==> src/verilog/spsc_pkg.sv <==
// constants and types for the sensor power and sleep control block
`default_nettype none
package spsc_pkg;
   // register indices; the byte address is four times the index
   localparam logic [7:0] MODE_IDX = 8'h1A;
   localparam logic [7:0] STATUS_IDX = 8'h1C;
   localparam logic [7:0] MODE_ADDR = {MODE_IDX[5:0], 2'b00};
   localparam logic [7:0] STATUS_ADDR = {STATUS_IDX[5:0], 2'b00};
   // power mode control fields
   localparam int BIT_CHIP_RESET = 7;
   localparam int BIT_POWER_DOWN = 6;
   localparam int BIT_LED_SHUTTER = 3;
   localparam int BIT_SLEEP_EN = 2;
   localparam int BIT_SLEEP_MAN = 1;
   localparam int BIT_WAKEUP = 0;
   localparam logic [7:0] MODE_RESET_VAL = 8'h0C;
   localparam logic [7:0] MODE_WR_MASK = 8'hCF;
   localparam logic [2:0] SLEEP_FORCE_PAT = 3'h6;
   localparam logic [2:0] WAKE_FORCE_PAT = 3'h5;
   // status fields
   localparam int STAT_STATE_LSB = 0;
   localparam int STAT_MOTION = 2;
   // timing
   localparam int unsigned CLK_PERIOD_NS = 40;
   localparam int unsigned IDLE_TIME_MS = 1000;
   localparam int unsigned IDLE_CYCLES_DEF = IDLE_TIME_MS * 1000000 / CLK_PERIOD_NS;
   localparam int unsigned RESET_PULSE_CYCLES = 8;
   typedef enum logic [1:0]
   {
      ST_NORMAL = 2'b00,
      ST_SLEEP = 2'b01,
      ST_POWER_DOWN = 2'b10,
      ST_CHIP_RESET = 2'b11
   } spsc_state_e;
endpackage
`default_nettype wire

==> src/verilog/spsc_idle_timer.sv <==
// idle timer that flags a long stretch without motion
`timescale 1ns/1ps
`default_nettype none
module spsc_idle_timer
#(
   parameter int unsigned IDLE_CYCLES = 25000000
)
(
   input wire logic clk,
   input wire logic reset,
   input wire logic count_en,
   input wire logic motion,
   output logic expired
);
   localparam int CNT_W = $clog2(IDLE_CYCLES + 1);
   localparam logic [CNT_W-1:0] LAST = CNT_W'(IDLE_CYCLES - 1);
   logic [CNT_W-1:0] cnt_reg;
   logic [CNT_W-1:0] cnt_next;
   logic expired_reg;
   logic expired_next;

   always_comb
   begin
      cnt_next = cnt_reg;
      if (!count_en || motion)
      begin
         cnt_next = '0;
      end
      else if (cnt_reg != LAST)
      begin
         cnt_next = cnt_reg + CNT_W'(1);
      end
      expired_next = count_en && !motion && (cnt_next == LAST);
   end

   always_ff @(posedge clk or posedge reset)
   begin
      if (reset)
      begin
         cnt_reg <= '0;
         expired_reg <= 1'b0;
      end
      else
      begin
         cnt_reg <= cnt_next;
         expired_reg <= expired_next;
      end
   end

   assign expired = expired_reg;
endmodule
`default_nettype wire

==> src/verilog/spsc_apb_slave.sv <==
// apb slave front end with zero wait states
`timescale 1ns/1ps
`default_nettype none
module spsc_apb_slave
   import spsc_pkg::*;
(
   input wire logic clk,
   input wire logic reset,
   input wire logic [7:0] paddr,
   input wire logic psel,
   input wire logic penable,
   input wire logic pwrite,
   input wire logic [7:0] mode_rd,
   input wire logic [7:0] status_rd,
   output logic [31:0] prdata,
   output logic pready,
   output logic pslverr,
   output logic mode_wr
);
   logic setup;
   logic hit_mode;
   logic hit_stat;
   logic [31:0] prdata_reg;
   logic [31:0] prdata_next;
   logic pready_reg;
   logic pready_next;
   logic pslverr_reg;
   logic pslverr_next;
   logic mode_hit_reg;
   logic mode_hit_next;

   always_comb
   begin
      setup = psel && !penable;
      hit_mode = 1'b0;
      hit_stat = 1'b0;
      if (paddr == MODE_ADDR)
      begin
         hit_mode = 1'b1;
      end
      else if (paddr == STATUS_ADDR)
      begin
         hit_stat = 1'b1;
      end
      pready_next = setup;
      pslverr_next = setup && !hit_mode && !hit_stat;
      mode_hit_next = setup && hit_mode;
      prdata_next = '0;
      if (setup && !pwrite && hit_mode)
      begin
         prdata_next = {24'h000000, mode_rd};
      end
      else if (setup && !pwrite && hit_stat)
      begin
         prdata_next = {24'h000000, status_rd};
      end
   end

   always_ff @(posedge clk or posedge reset)
   begin
      if (reset)
      begin
         prdata_reg <= '0;
         pready_reg <= 1'b0;
         pslverr_reg <= 1'b0;
         mode_hit_reg <= 1'b0;
      end
      else
      begin
         prdata_reg <= prdata_next;
         pready_reg <= pready_next;
         pslverr_reg <= pslverr_next;
         mode_hit_reg <= mode_hit_next;
      end
   end

   assign prdata = prdata_reg;
   assign pready = pready_reg;
   assign pslverr = pslverr_reg;
   assign mode_wr = psel && penable && pwrite && pready_reg && mode_hit_reg;
endmodule
`default_nettype wire

==> src/verilog/spsc_power_ctrl.sv <==
// sensor power, sleep and reset control with an apb register port
//
// What this block does
// - an 8-bit power mode control register sits at index 1A and returns to defaults on reset.
// - bits 2..0 read 0xx disable sleep, 110 force sleep entry and 101 force wakeup.
// - with sleep enabled, one second without motion in normal mode enters sleep.
// - sleep lasts until motion is seen, a wakeup is requested, the sleep enable bit is cleared, or bit 6 or 7 requests power-down or chip reset.
// - a manual sleep or wakeup bit written to one clears itself afterwards.
// - the sleep enable bit resets to one and writes turn automatic sleep off or on.
// - writing 110 to bits 2..0 in normal mode, with bits 7 and 6 clear, enters sleep on the next clock and the manual sleep bit clears.
`timescale 1ns/1ps
`default_nettype none
module spsc_power_ctrl
   import spsc_pkg::*;
#(
   parameter int unsigned IDLE_CYCLES = IDLE_CYCLES_DEF
)
(
   input wire logic clk,
   input wire logic reset,
   input wire logic [7:0] paddr,
   input wire logic psel,
   input wire logic penable,
   input wire logic pwrite,
   input wire logic [31:0] pwdata,
   output logic [31:0] prdata,
   output logic pready,
   output logic pslverr,
   input wire logic motion_detected,
   output logic sleep_active,
   output logic power_down_request,
   output logic chip_reset_request,
   output logic led_shutter_enable
);
   localparam int RST_W = $clog2(RESET_PULSE_CYCLES + 1);
   localparam logic [RST_W-1:0] RST_LAST = RST_W'(RESET_PULSE_CYCLES - 1);

   logic [7:0] mode_reg;
   logic [7:0] mode_next;
   spsc_state_e state_reg;
   spsc_state_e state_next;
   logic [RST_W-1:0] rst_cnt_reg;
   logic [RST_W-1:0] rst_cnt_next;
   logic sleep_active_reg;
   logic sleep_active_next;
   logic power_down_reg;
   logic power_down_next;
   logic chip_reset_reg;
   logic chip_reset_next;
   logic led_shutter_reg;
   logic led_shutter_next;

   logic mode_wr;
   logic [7:0] status_rd;
   logic idle_expired;
   logic sleep_en;
   logic force_sleep;
   logic force_wake;
   logic reset_req;
   logic pd_req;
   logic idle_count_en;

   // register port
   spsc_apb_slave u_apb
   (
      .clk(clk),
      .reset(reset),
      .paddr(paddr),
      .psel(psel),
      .penable(penable),
      .pwrite(pwrite),
      .mode_rd(mode_reg),
      .status_rd(status_rd),
      .prdata(prdata),
      .pready(pready),
      .pslverr(pslverr),
      .mode_wr(mode_wr)
   );

   // idle time measurement for automatic sleep
   spsc_idle_timer #(.IDLE_CYCLES(IDLE_CYCLES)) u_idle
   (
      .clk(clk),
      .reset(reset),
      .count_en(idle_count_en),
      .motion(motion_detected),
      .expired(idle_expired)
   );

   // field decode
   always_comb
   begin
      sleep_en = mode_reg[BIT_SLEEP_EN];
      force_sleep = (mode_reg[2:0] == SLEEP_FORCE_PAT);
      force_wake = (mode_reg[2:0] == WAKE_FORCE_PAT);
      reset_req = mode_reg[BIT_CHIP_RESET];
      pd_req = mode_reg[BIT_POWER_DOWN];
      idle_count_en = (state_reg == ST_NORMAL) && sleep_en;
      status_rd = '0;
      status_rd[STAT_STATE_LSB +: 2] = state_reg;
      status_rd[STAT_MOTION] = motion_detected;
   end

   // mode register and power state sequencing
   always_comb
   begin
      mode_next = mode_reg;
      state_next = state_reg;
      rst_cnt_next = '0;
      // request bits fall back to zero once the sequencer has seen them
      mode_next[BIT_SLEEP_MAN] = 1'b0;
      mode_next[BIT_WAKEUP] = 1'b0;
      case (state_reg)
         ST_NORMAL:
         begin
            if (reset_req)
            begin
               state_next = ST_CHIP_RESET;
            end
            else if (pd_req)
            begin
               state_next = ST_POWER_DOWN;
            end
            else if (force_sleep)
            begin
               state_next = ST_SLEEP;
            end
            else if (sleep_en && idle_expired)
            begin
               state_next = ST_SLEEP;
            end
         end
         ST_SLEEP:
         begin
            if (reset_req)
            begin
               state_next = ST_CHIP_RESET;
            end
            else if (pd_req)
            begin
               state_next = ST_POWER_DOWN;
            end
            else if (!sleep_en || motion_detected || force_wake)
            begin
               state_next = ST_NORMAL;
            end
         end
         ST_POWER_DOWN:
         begin
            if (reset_req)
            begin
               state_next = ST_CHIP_RESET;
            end
            else if (!pd_req)
            begin
               state_next = ST_NORMAL;
            end
         end
         ST_CHIP_RESET:
         begin
            rst_cnt_next = rst_cnt_reg + RST_W'(1);
            if (rst_cnt_reg == RST_LAST)
            begin
               rst_cnt_next = '0;
               state_next = ST_NORMAL;
               mode_next = MODE_RESET_VAL;
            end
         end
         default:
         begin
            state_next = ST_NORMAL;
         end
      endcase
      // a fresh write wins over the self-clear; reserved bits are dropped
      if (mode_wr && (state_reg != ST_CHIP_RESET))
      begin
         mode_next = pwdata[7:0] & MODE_WR_MASK;
      end
      sleep_active_next = (state_next == ST_SLEEP);
      power_down_next = (state_next == ST_POWER_DOWN);
      chip_reset_next = (state_next == ST_CHIP_RESET);
      led_shutter_next = mode_next[BIT_LED_SHUTTER] && !power_down_next;
   end

   always_ff @(posedge clk or posedge reset)
   begin
      if (reset)
      begin
         mode_reg <= MODE_RESET_VAL;
         state_reg <= ST_NORMAL;
         rst_cnt_reg <= '0;
         sleep_active_reg <= 1'b0;
         power_down_reg <= 1'b0;
         chip_reset_reg <= 1'b0;
         led_shutter_reg <= MODE_RESET_VAL[BIT_LED_SHUTTER];
      end
      else
      begin
         mode_reg <= mode_next;
         state_reg <= state_next;
         rst_cnt_reg <= rst_cnt_next;
         sleep_active_reg <= sleep_active_next;
         power_down_reg <= power_down_next;
         chip_reset_reg <= chip_reset_next;
         led_shutter_reg <= led_shutter_next;
      end
   end

   assign sleep_active = sleep_active_reg;
   assign power_down_request = power_down_reg;
   assign chip_reset_request = chip_reset_reg;
   assign led_shutter_enable = led_shutter_reg;
endmodule
`default_nettype wire

==> config.mk <==
export PLATFORM = sky130hd
export DESIGN_NAME = spsc_power_ctrl
export DESIGN_NICKNAME = d
export VERILOG_FILES = /design/src/verilog/spsc_pkg.sv /design/src/verilog/spsc_idle_timer.sv /design/src/verilog/spsc_apb_slave.sv /design/src/verilog/spsc_power_ctrl.sv
export SDC_FILE = /design/constraint.sdc
export NUM_CORES = 1
export LEC_CHECK = 0
export BUFFER_PORTS_ARGS = -buffer_cell sky130_fd_sc_hd__buf_4
export CORE_UTILIZATION = 52
export DETAILED_ROUTE_END_ITERATION = 10
export PLACE_DENSITY = 0.78
export SLEW_MARGIN = 20
export SYNTH_ARGS = -nofsm -noshare
export SYNTH_HDL_FRONTEND = slang
export SYNTH_SLANG_ARGS = --single-unit
==> constraint.sdc <==
create_clock -name clk -period 3.02 [get_ports clk]
set_clock_uncertainty 0.1 [all_clocks]
set_input_delay 0.151 -clock clk [delete_from_list [all_inputs] [get_ports clk]]
set_output_delay 0.151 -clock clk [all_outputs]
set_load 0.03 [all_outputs]
== Word level (Yosys, flattened, before mapping) ==
Cells that the tools add are included.

* RAM bits: 0
* Memory bits (read-only): 0
* Flip-flop bits (word level): 79
* Input bits: 46
* Logic and storage cells: 85
* Latch bits: 0
* Output and inout port bits: 38
* Memories kept: 0

* Add/subtract/negate cells: 2
* Multiplexer cells: 23
* Div/mod/pow operators: 0
* Bitwise logic cells: 0
* Equal/unequal tests: 14
* Shift-type cells: 0
* Order comparisons: 0
* Multipliers: 0
* Reduce and logical (&&, ||, !) cells: 32

{| class="wikitable"
|+ Operator list
! kind !! count
|-
| two-way mux 25 bit || 2
|-
| two-way mux 32 bit || 1
|-
| adder 25 x 1 -> 25 bit, second input constant || 1
|-
| equality test 25 bit, second input constant || 1
|-
| != test 25 bit, second input constant || 1
|-
| two-way mux 8 bit || 3
|-
| two-way mux 2 bit || 10
|-
| logical AND 1 bit || 17
|-
| equality test 8 x 7 -> 1 bit, second input constant || 2
|-
| equality test 2 bit, second input constant || 4
|-
| zero test 1 bit || 8
|-
| two-way mux 4 bit || 2
|-
| case mux 2 bit (4 select lines) || 1
|-
| equality test 3 bit, second input constant || 2
|-
| adder 4 x 1 -> 4 bit, second input constant || 1
|-
| equality test 2 x 1 -> 1 bit, second input constant || 2
|-
| equality test 4 x 3 -> 1 bit, second input constant || 1
|-
| nonzero test 2 bit || 2
|-
| logical OR 1 bit || 3
|-
| two-way mux 1 bit || 3
|-
| two-way mux 3 bit || 1
|-
| zero test 2 bit || 1
|-
| != test 2 bit, second input constant || 1
|-
| AND reduction 2 bit || 1
|}

== Depth between registers and ports, before layout ==
Gate-level depths: netlist (run 1).

* Word-level depth: 10
* Depth in mapped cells: 8
* Gate-level depth less buffers: 7

== Modules after synthesis ==
A second synthesis (run 1) with hierarchy kept.

* Cells, all modules: 314
* Area total of the unflattened synthesis: 3124.2 um2

{| class="wikitable"
|+ Modules (own cells, without submodules)
! module !! seq. area each (um2) !! cells each !! times used !! area each (um2)
|-
| spsc_idle_timer || 650.6 || 176 || 1 || 1622.8
|-
| spsc_apb_slave || 275.3 || 75 || 1 || 803.3
|-
| spsc_power_ctrl || 404.1 || 63 || 1 || 698.2
|}

== Worst setup path before layout (run 1) ==
No wires, ideal clock.

* Path type: register to register
* Start: reg u_idle.cnt_reg[0]
* End: reg u_idle.expired_reg (netlist: u_idle.expired)
* Setup time: 0.096 ns
* Required time: 2.824 ns
* Path buffers: 1
* Slack: 0.634 ns
* Data arrival time: 2.190 ns
* Period minus slack after synthesis: 2.386 ns
* Cell stages (with the launch flop): 9
* Cells stage by stage: dfrtp_1 ha_1 clkbuf_1 nand3_1 nor2_2 and3_2 xnor2_1 or4_4 nor4_2

* Word-level cells in the longest chain between the ends: 5
* Elaborated cells on any way between the ends: 6
* Classes of those cells: add/sub: 1; eq/ne: 2; mux: 2; reduce/logical: 1

{| class="wikitable"
|+ RTL lines
! item !! line !! source
|-
| from (decl) || spsc_idle_timer.sv:17 || <nowiki>logic [CNT_W-1:0] cnt_reg;</nowiki>
|-
| from (signal assigned) || spsc_idle_timer.sv:45 || <nowiki>cnt_reg <= cnt_next;</nowiki>
|-
| adder 25 x 1 -> 25 bit / != test 25 bit (equally long branches) || spsc_idle_timer.sv:31, spsc_idle_timer.sv:29 ||
|-
| two-way mux 25 bit * || spsc_idle_timer.sv:29 || <nowiki>else if (cnt_reg != LAST)</nowiki>
|-
| two-way mux 25 bit * || spsc_idle_timer.sv:25 || <nowiki>if (!count_en || motion)</nowiki>
|-
| equality test 25 bit * || spsc_idle_timer.sv:33 || <nowiki>expired_next = count_en && !motion && (cnt_next == LAST);</nowiki>
|-
| logical AND 1 bit * || spsc_idle_timer.sv:33 ||
|-
| named net u_idle.expired_next || spsc_idle_timer.sv:20 || <nowiki>logic expired_next;</nowiki>
|-
| to (signal assigned) || spsc_idle_timer.sv:46 || <nowiki>expired_reg <= expired_next;</nowiki>
|-
| to (decl) || spsc_idle_timer.sv:19 || <nowiki>logic expired_reg;</nowiki>
|}

The timed path passes the listed nets; every way through them passes the cells marked *.
A chain may end at the register's enable or synchronous reset.

== Final worst setup path (run 1) ==
Same ends and word-level chain as after synthesis.

==> impl_metrics.csv, run 1 <==
group,metric,value,unit
placed_design,dpl.hpwl,4060,µm
layout,layout_commonest_cell,"dfrtp_1",
layout,diodes,0,
synth,synthArstFlopShare,100,%
drt,vias,2168,
worst_hold_path,hp-class,"in2reg",
pwr,p_int,906,µW
status,status,"finished clean",
floorplan,rows,26,
setup_path,path_class,"reg2reg",
drt,post_drt_wl_per_cell,14.5,µm
clocking,cts-buffers-inserted,5,
synth,avgSynthCellArea,9.94,µm²
sta,fin_crit,2.65,ns
global_routing,antenna_found_initial,0,
synth,synth_xor_area_share,7.73,%
synth,ys_ff_latch,51,
floorplan,dieWidth,75.8,µm
placed_design,dp.cells,377,
clocking,clk_pin_slew,0.10,ns
clocking,insertion_delay,0.31,ns
global_routing,grt_overflow,0,
synth,muxShareOfSynthArea,0,%
setup_path,worst_ep_required_time,3.14,ns
synth,synth-seq-area-share,45.2,%
clocking,h-tree-depth,2,
pwr,swShare,28.3,%
pwr,ir_drop,0.220,mV
sta,slew_violations,0,
floorplan,initial_utilization,54.8,%
sta,fin_crit_sh,87.9,%
sta,grt_setup_unrepaired,"false",
layout,multi_input_area,1350,µm²
floorplan,die_area,5750,µm²
drt,viasPerCell,5.52,
synth,yosysTopAreaCellShare,42.4,%
setup_path,cp-end-kind,"flip-flop",
drt,first_iter_violations,123,
setup_path,arrival,2.77,ns
drt,ant_nets,0,
drt,drc,0,
layout,area_growth,12.0,%
layout,fin_cells,393,
pwr,power_frac_seq,55.7,%
layout,fin_util,61.3,%
clocking,clock_path_buffers,2,
placed_design,place_area,3000,µm²
synth,yosysTopAreaCell,"dfrtp_1",
sta,finalSetupViolations,0,
drt,wirelength,5680,µm
sta,hold_violations,0,
sta,totalNegativeSetupSlack,0,ns
synth,syn-cell-area,2830,µm²
clocking,cts_num_sinks,51,
setup_path,path_max_fanout,8,
sta,worstMarginPinSlew,0.842,ns
layout,final_cell_area,3170,µm²
layout,drive_gt1_share,18.6,%
pwr,switchingPower,357,µW
synth,synth_edf_count,0,
synth,synth_top_flop_cell,"dfrtp_1",
global_routing,grt_pass1_vias,1978,
floorplan,io-pin-count,84,
synth,synthAdderAreaFrac,0.883,%
placed_design,finalWeightedCongestion,0.863,
global_routing,grt_pass1_wl,9340,µm
layout,regArea,1280,µm²
synth,synth_top_family_by_area,"simple AND/OR/NAND/NOR gates",
sta,max_slew_margin,43.8,%
synth,yosys-top-cells-area,"dfrtp_1 (42%), buf_4 (7.4%), nor2_1 (4.8%)",
global_routing,grt_usage,21.8,%
floorplan,fp.coreArea,5170,µm²
setup_path,start_kind,"flip-flop",
synth,syn_inst,285,
pwr,power_density,398,nW/µm²
synth,synthSimpleGateAreaFrac,29.3,%
floorplan,die_y,75.8,µm
layout,largest_reg_flops,25,
layout,fillers,462,
layout,fin_nets,370,
global_routing,grt_max_degree,52,
drt,first_pass_iters,4,
synth,yosysUniqueCellTypes,52,
flow_run,max_cap_violations,0,
clocking,cts_tree,"yes",
sta,fmax,0.377,GHz
synth,synth_compound_area_share,6.45,%
clocking,cts-root-buf,"clkbuf_8",
sta,whs,0.0207,ns
pwr,p_leak,1.47,nW
pwr,pwr-share-comb,10.8,%
placed_design,portBuffers,31,
pwr,clkPwrFrac,33.5,%
synth,yosysWarnings,0,
layout,layout_common_cells,"dfrtp_1 (48), nor2_1 (36), buf_4 (33), conb_1 (26)",
-- path summary, 6_finish.rpt --
path                                       to  slack, ns         startpoint  depth (start not counted)
setup / recovery               u_idle.expired       0.37  u_idle.cnt_reg[0]                          7
hold / removal             u_apb.mode_hit_reg       0.02           paddr[0]                          4
setup reg to reg               u_idle.expired       0.37  u_idle.cnt_reg[0]                          7
hold reg to reg                rst_cnt_reg[0]       0.38     rst_cnt_reg[0]                          1
max in group asynchronous   u_idle.cnt_reg[9]       1.88              reset                          3
min in group asynchronous  power_down_request       0.44              reset                          3
-- per-layer routing --
layer | vias up | GRT usage [%] | share of wire [%]
li1 | 1012 | - | -
met1 | 1085 | 28.8 | 43
met2 | 62 | 35.7 | 50
met3 | 9 | 4.76 | 5.5
met4 | 0 | 7.41 | 1.7
met5 | - | 0 | 0
-- cells in the mapped netlist, drive strengths merged (7+ instances only) --
library cell	number
dfrtp	48
nor2	37
buf	31
nand2	16
nor3	15
xnor2	15
nand4	12
nand3	11
xor2	10
and3	7
and4	7
inv	7
nor2b	7
-- stage by stage --
step | setup WS, ns | total power [mW]
detailed placement | 0.399 | 0.845
finish | 0.366 | 1.26
floorplan | 0.634 | 0.836
CTS | 0.375 | 1.27
global route | 0.281 | 1.31
global placement | 0.461 | 0.843
-- cells by family after synthesis --
family	count (synthesis)
AND/OR/NAND/NOR	136
flip-flops	51
buffers and inverters	43
AO/OA/AOI/OAI	27
XOR/XNOR	25
adder cells (fa/ha/maj)	2
other	1
-- worst max-delay path, stage by stage, from the launching register on --
cell     delay [ns]
dfrtp_1        0.52
ha_1           0.46
nand3_1        0.14
nor2_2         0.26
and3_2         0.24
xnor2_1        0.07
or4_4          0.49
nor4_2         0.28
-- power groups by stage --
| stage | Combinational (mW) | Clock, mW | Sequential (mW) |
|---|---|---|---|
| 5_1_grt | 0.152 | 0.454 | 0.705 |
| 3_5_place_dp | 0.128 | 0 | 0.717 |
| 6_report | 0.137 | 0.423 | 0.704 |
| 2_1_floorplan | 0.118 | 0 | 0.718 |
| 3_3_place_gp | 0.126 | 0 | 0.716 |
| 4_1_cts | 0.136 | 0.431 | 0.704 |
-- area by class of cell --
cell class | count | share of cell area (%)
Clock buffer | 5 | 2.17
Timing Repair Buffer | 41 | 10.3
Multi-Input combinational cell | 216 | 42.7
Inverter | 7 | 0.868
Clock inverter | 3 | 0.868
Sequential cell | 51 | 40.3
Tap cell | 70 | 2.76
-- repair_timing --
item	in CTS	in global routing
hold buffers	7	1
setup buffers	0	0
endpoints found under the hold margin	7	48
resized for setup	0	0
Power figures use the tool's default switching activity.
==> run 2, diff against run 1 <==
--- a/config.mk
+++ b/config.mk
@@ -11,2 +11,3 @@
 export PLACE_DENSITY = 0.78
+export RECOVER_POWER = 50
 export SLEW_MARGIN = 20
==> constraint.sdc (replaced) <==
create_clock -name clk -period 3.02 [get_ports clk]
set_clock_uncertainty 0.1 [all_clocks]
set_input_delay 0 -clock clk [delete_from_list [all_inputs] [get_ports clk]]
set_output_delay 0 -clock clk [all_outputs]
set_load 0.03 [all_outputs]
==> run 2 against run 1 <==
Effect of this change: the run now ends with capacitance limit, slew limit left; critical path depth is the same; sequential cell count is the same; total power shrank 0.17%; worst hold slack gained 0.031 ns; wire length grew 4.9%; highest routed layer unchanged.
==> impl_metrics.csv, run 2 (synthesis gave the netlist of run 1 again) <==
group,metric,value,unit
status,status,"finished with violations",
status,violations,"capacitance limit, slew limit",
setup_path,critPathMaxStageDelay,0.53,ns
sta,fin_crit,2.60,ns
layout,area_growth,14.8,%
sta,fmax,0.384,GHz
floorplan,dieWidth,75.8,µm
drt,ant_nets,0,
placed_design,portBuffers,31,
layout,layout_common_cells,"dfrtp_1 (48), nor2_1 (36), conb_1 (26), dlygate4sd3_1 (21), buf_4 (20)",
layout,diodes,0,
layout,final_cell_area,3250,µm²
sta,whs,0.0516,ns
layout,fillers,417,
sta,finalSetupViolations,0,
layout,largest_reg_flops,25,
sta,totalNegativeSetupSlack,0,ns
global_routing,antenna_found_initial,0,
worst_hold_path,hp-class,"in2reg",
global_routing,grt_overflow,0,
global_routing,grt_usage,22.8,%
floorplan,fp.coreArea,5170,µm²
setup_path,worst_ep_required_time,3.15,ns
sta,hold_violations,0,
layout,layout_commonest_cell,"dfrtp_1",
sta,slew_violations,52,
clocking,cts-root-buf,"clkbuf_8",
clocking,cts_tree,"yes",
floorplan,io-pin-count,84,
drt,wirelength,5960,µm
pwr,power.total,1.26,mW
clocking,cts_resized,0,
clocking,cts-buffers-inserted,5,
drt,post_drt_wl_per_cell,14.7,µm
setup_path,crit_chain,"ha_1, nand3_1, nor2_2, and3_2, xnor2_1, or4_4, nor4_2",
layout,fin_nets,383,
setup_path,crit_buf_inv,0,
setup_path,start_kind,"flip-flop",
sta,max_slew_margin,-44.2,%
setup_path,path_class,"reg2reg",
clocking,h-tree-depth,2,
placed_design,place_area,3000,µm²
clocking,clock_path_buffers,2,
clocking,cts_num_sinks,51,
floorplan,rows,26,
setup_path,crit_family,"simple AND/OR/NAND/NOR gates",
sta,worstMarginPinSlew,2.15,ns
clocking,insertion_delay,0.32,ns
layout,regArea,1280,µm²
global_routing,grt_pass1_wl,9550,µm
setup_path,critPathSlowestCell,"dfrtp_1",
drt,drc,0,
drt,first_iter_violations,171,
global_routing,grt_pass1_vias,2026,
global_routing,grt_max_degree,52,
floorplan,initial_utilization,54.8,%
layout,multi_input_area,1350,µm²
setup_path,arrival,2.73,ns
drt,first_pass_iters,4,
flow_run,max_cap_violations,1,
layout,fin_util,62.9,%
sta,fin_crit_sh,86.2,%
placed_design,dpl.hpwl,3830,µm
pwr,ir_drop,0.237,mV
setup_path,path_max_fanout,8,
pwr,power_density,388,nW/µm²
placed_design,finalWeightedCongestion,0.862,
sta,grt_setup_unrepaired,"false",
clocking,clk_pin_slew,0.10,ns
floorplan,die_area,5750,µm²
floorplan,die_y,75.8,µm
layout,drive_gt1_share,14.3,%
pwr,p_leak,1.48,nW
drt,viasPerCell,5.39,
setup_path,cp-end-kind,"flip-flop",
drt,vias,2187,
run 2: timing repair:
item,4_1_cts,5_1_grt
buffers inserted,0,0
hold buffers,21,0
hold endpoints to repair,65,0
run 2: layout make-up:
type / instances / share of cell area (%)
inverters: 7 / 0.846
clock buffers: 5 / 2.12
clock inverters: 3 / 0.692
flip-flops and latches: 51 / 39.3
repair buffers: 54 / 12.7
multi-input cells: 216 / 41.6
well taps: 70 / 2.69
run 2: path summary, 6_finish.rpt:
path	depth (start not counted)	startpoint	slack [ns]	end
worst max-delay path	7	u_idle.cnt_reg[0]	0.42	u_idle.expired
worst min-delay path	4	paddr[4]	0.05	u_apb.prdata[1]
worst max register to register	7	u_idle.cnt_reg[0]	0.42	u_idle.expired
worst min register to register	1	mode_reg[6]	0.38	led_shutter_enable
max in group asynchronous	3	reset	1.14	u_idle.cnt_reg[22]
min in group asynchronous	3	reset	0.71	power_down_request
run 2: report_power, final:
part | leakage, nW | switching [mW] | total, mW | internal (mW)
Sequential | 0.697 | 0.0129 | 0.704 | 0.691
Combinational | 0.736 | 0.0984 | 0.147 | 0.0487
Clock | 0.0485 | 0.244 | 0.411 | 0.166
run 2: layer usage:
layer	vias up	share of wire [%]	global-route usage [%]
met3	20	5.9	3.97
met1	1038	41	29.0
met2	85	50	37.3
met5	-	0	0
li1	1044	-	-
met4	0	3.2	11.9
run 2: per-stage QoR:
step / instances / worst slack [ns]
2_1_floorplan: 310 / 0.634
3_3_place_gp: 377 / 0.460
3_5_place_dp: 377 / 0.426
4_1_cts: 406 / 0.386
5_1_grt: 406 / 0.279
6_report: 406 / 0.416
run 2: worst reg2reg max path: cells and delay by family (launching register included):
kind	cells	cell delay [ns]
simple gates	5	1.37
flops	1	0.53
xor+xnor	1	0.07
fa+ha+maj	1	0.44
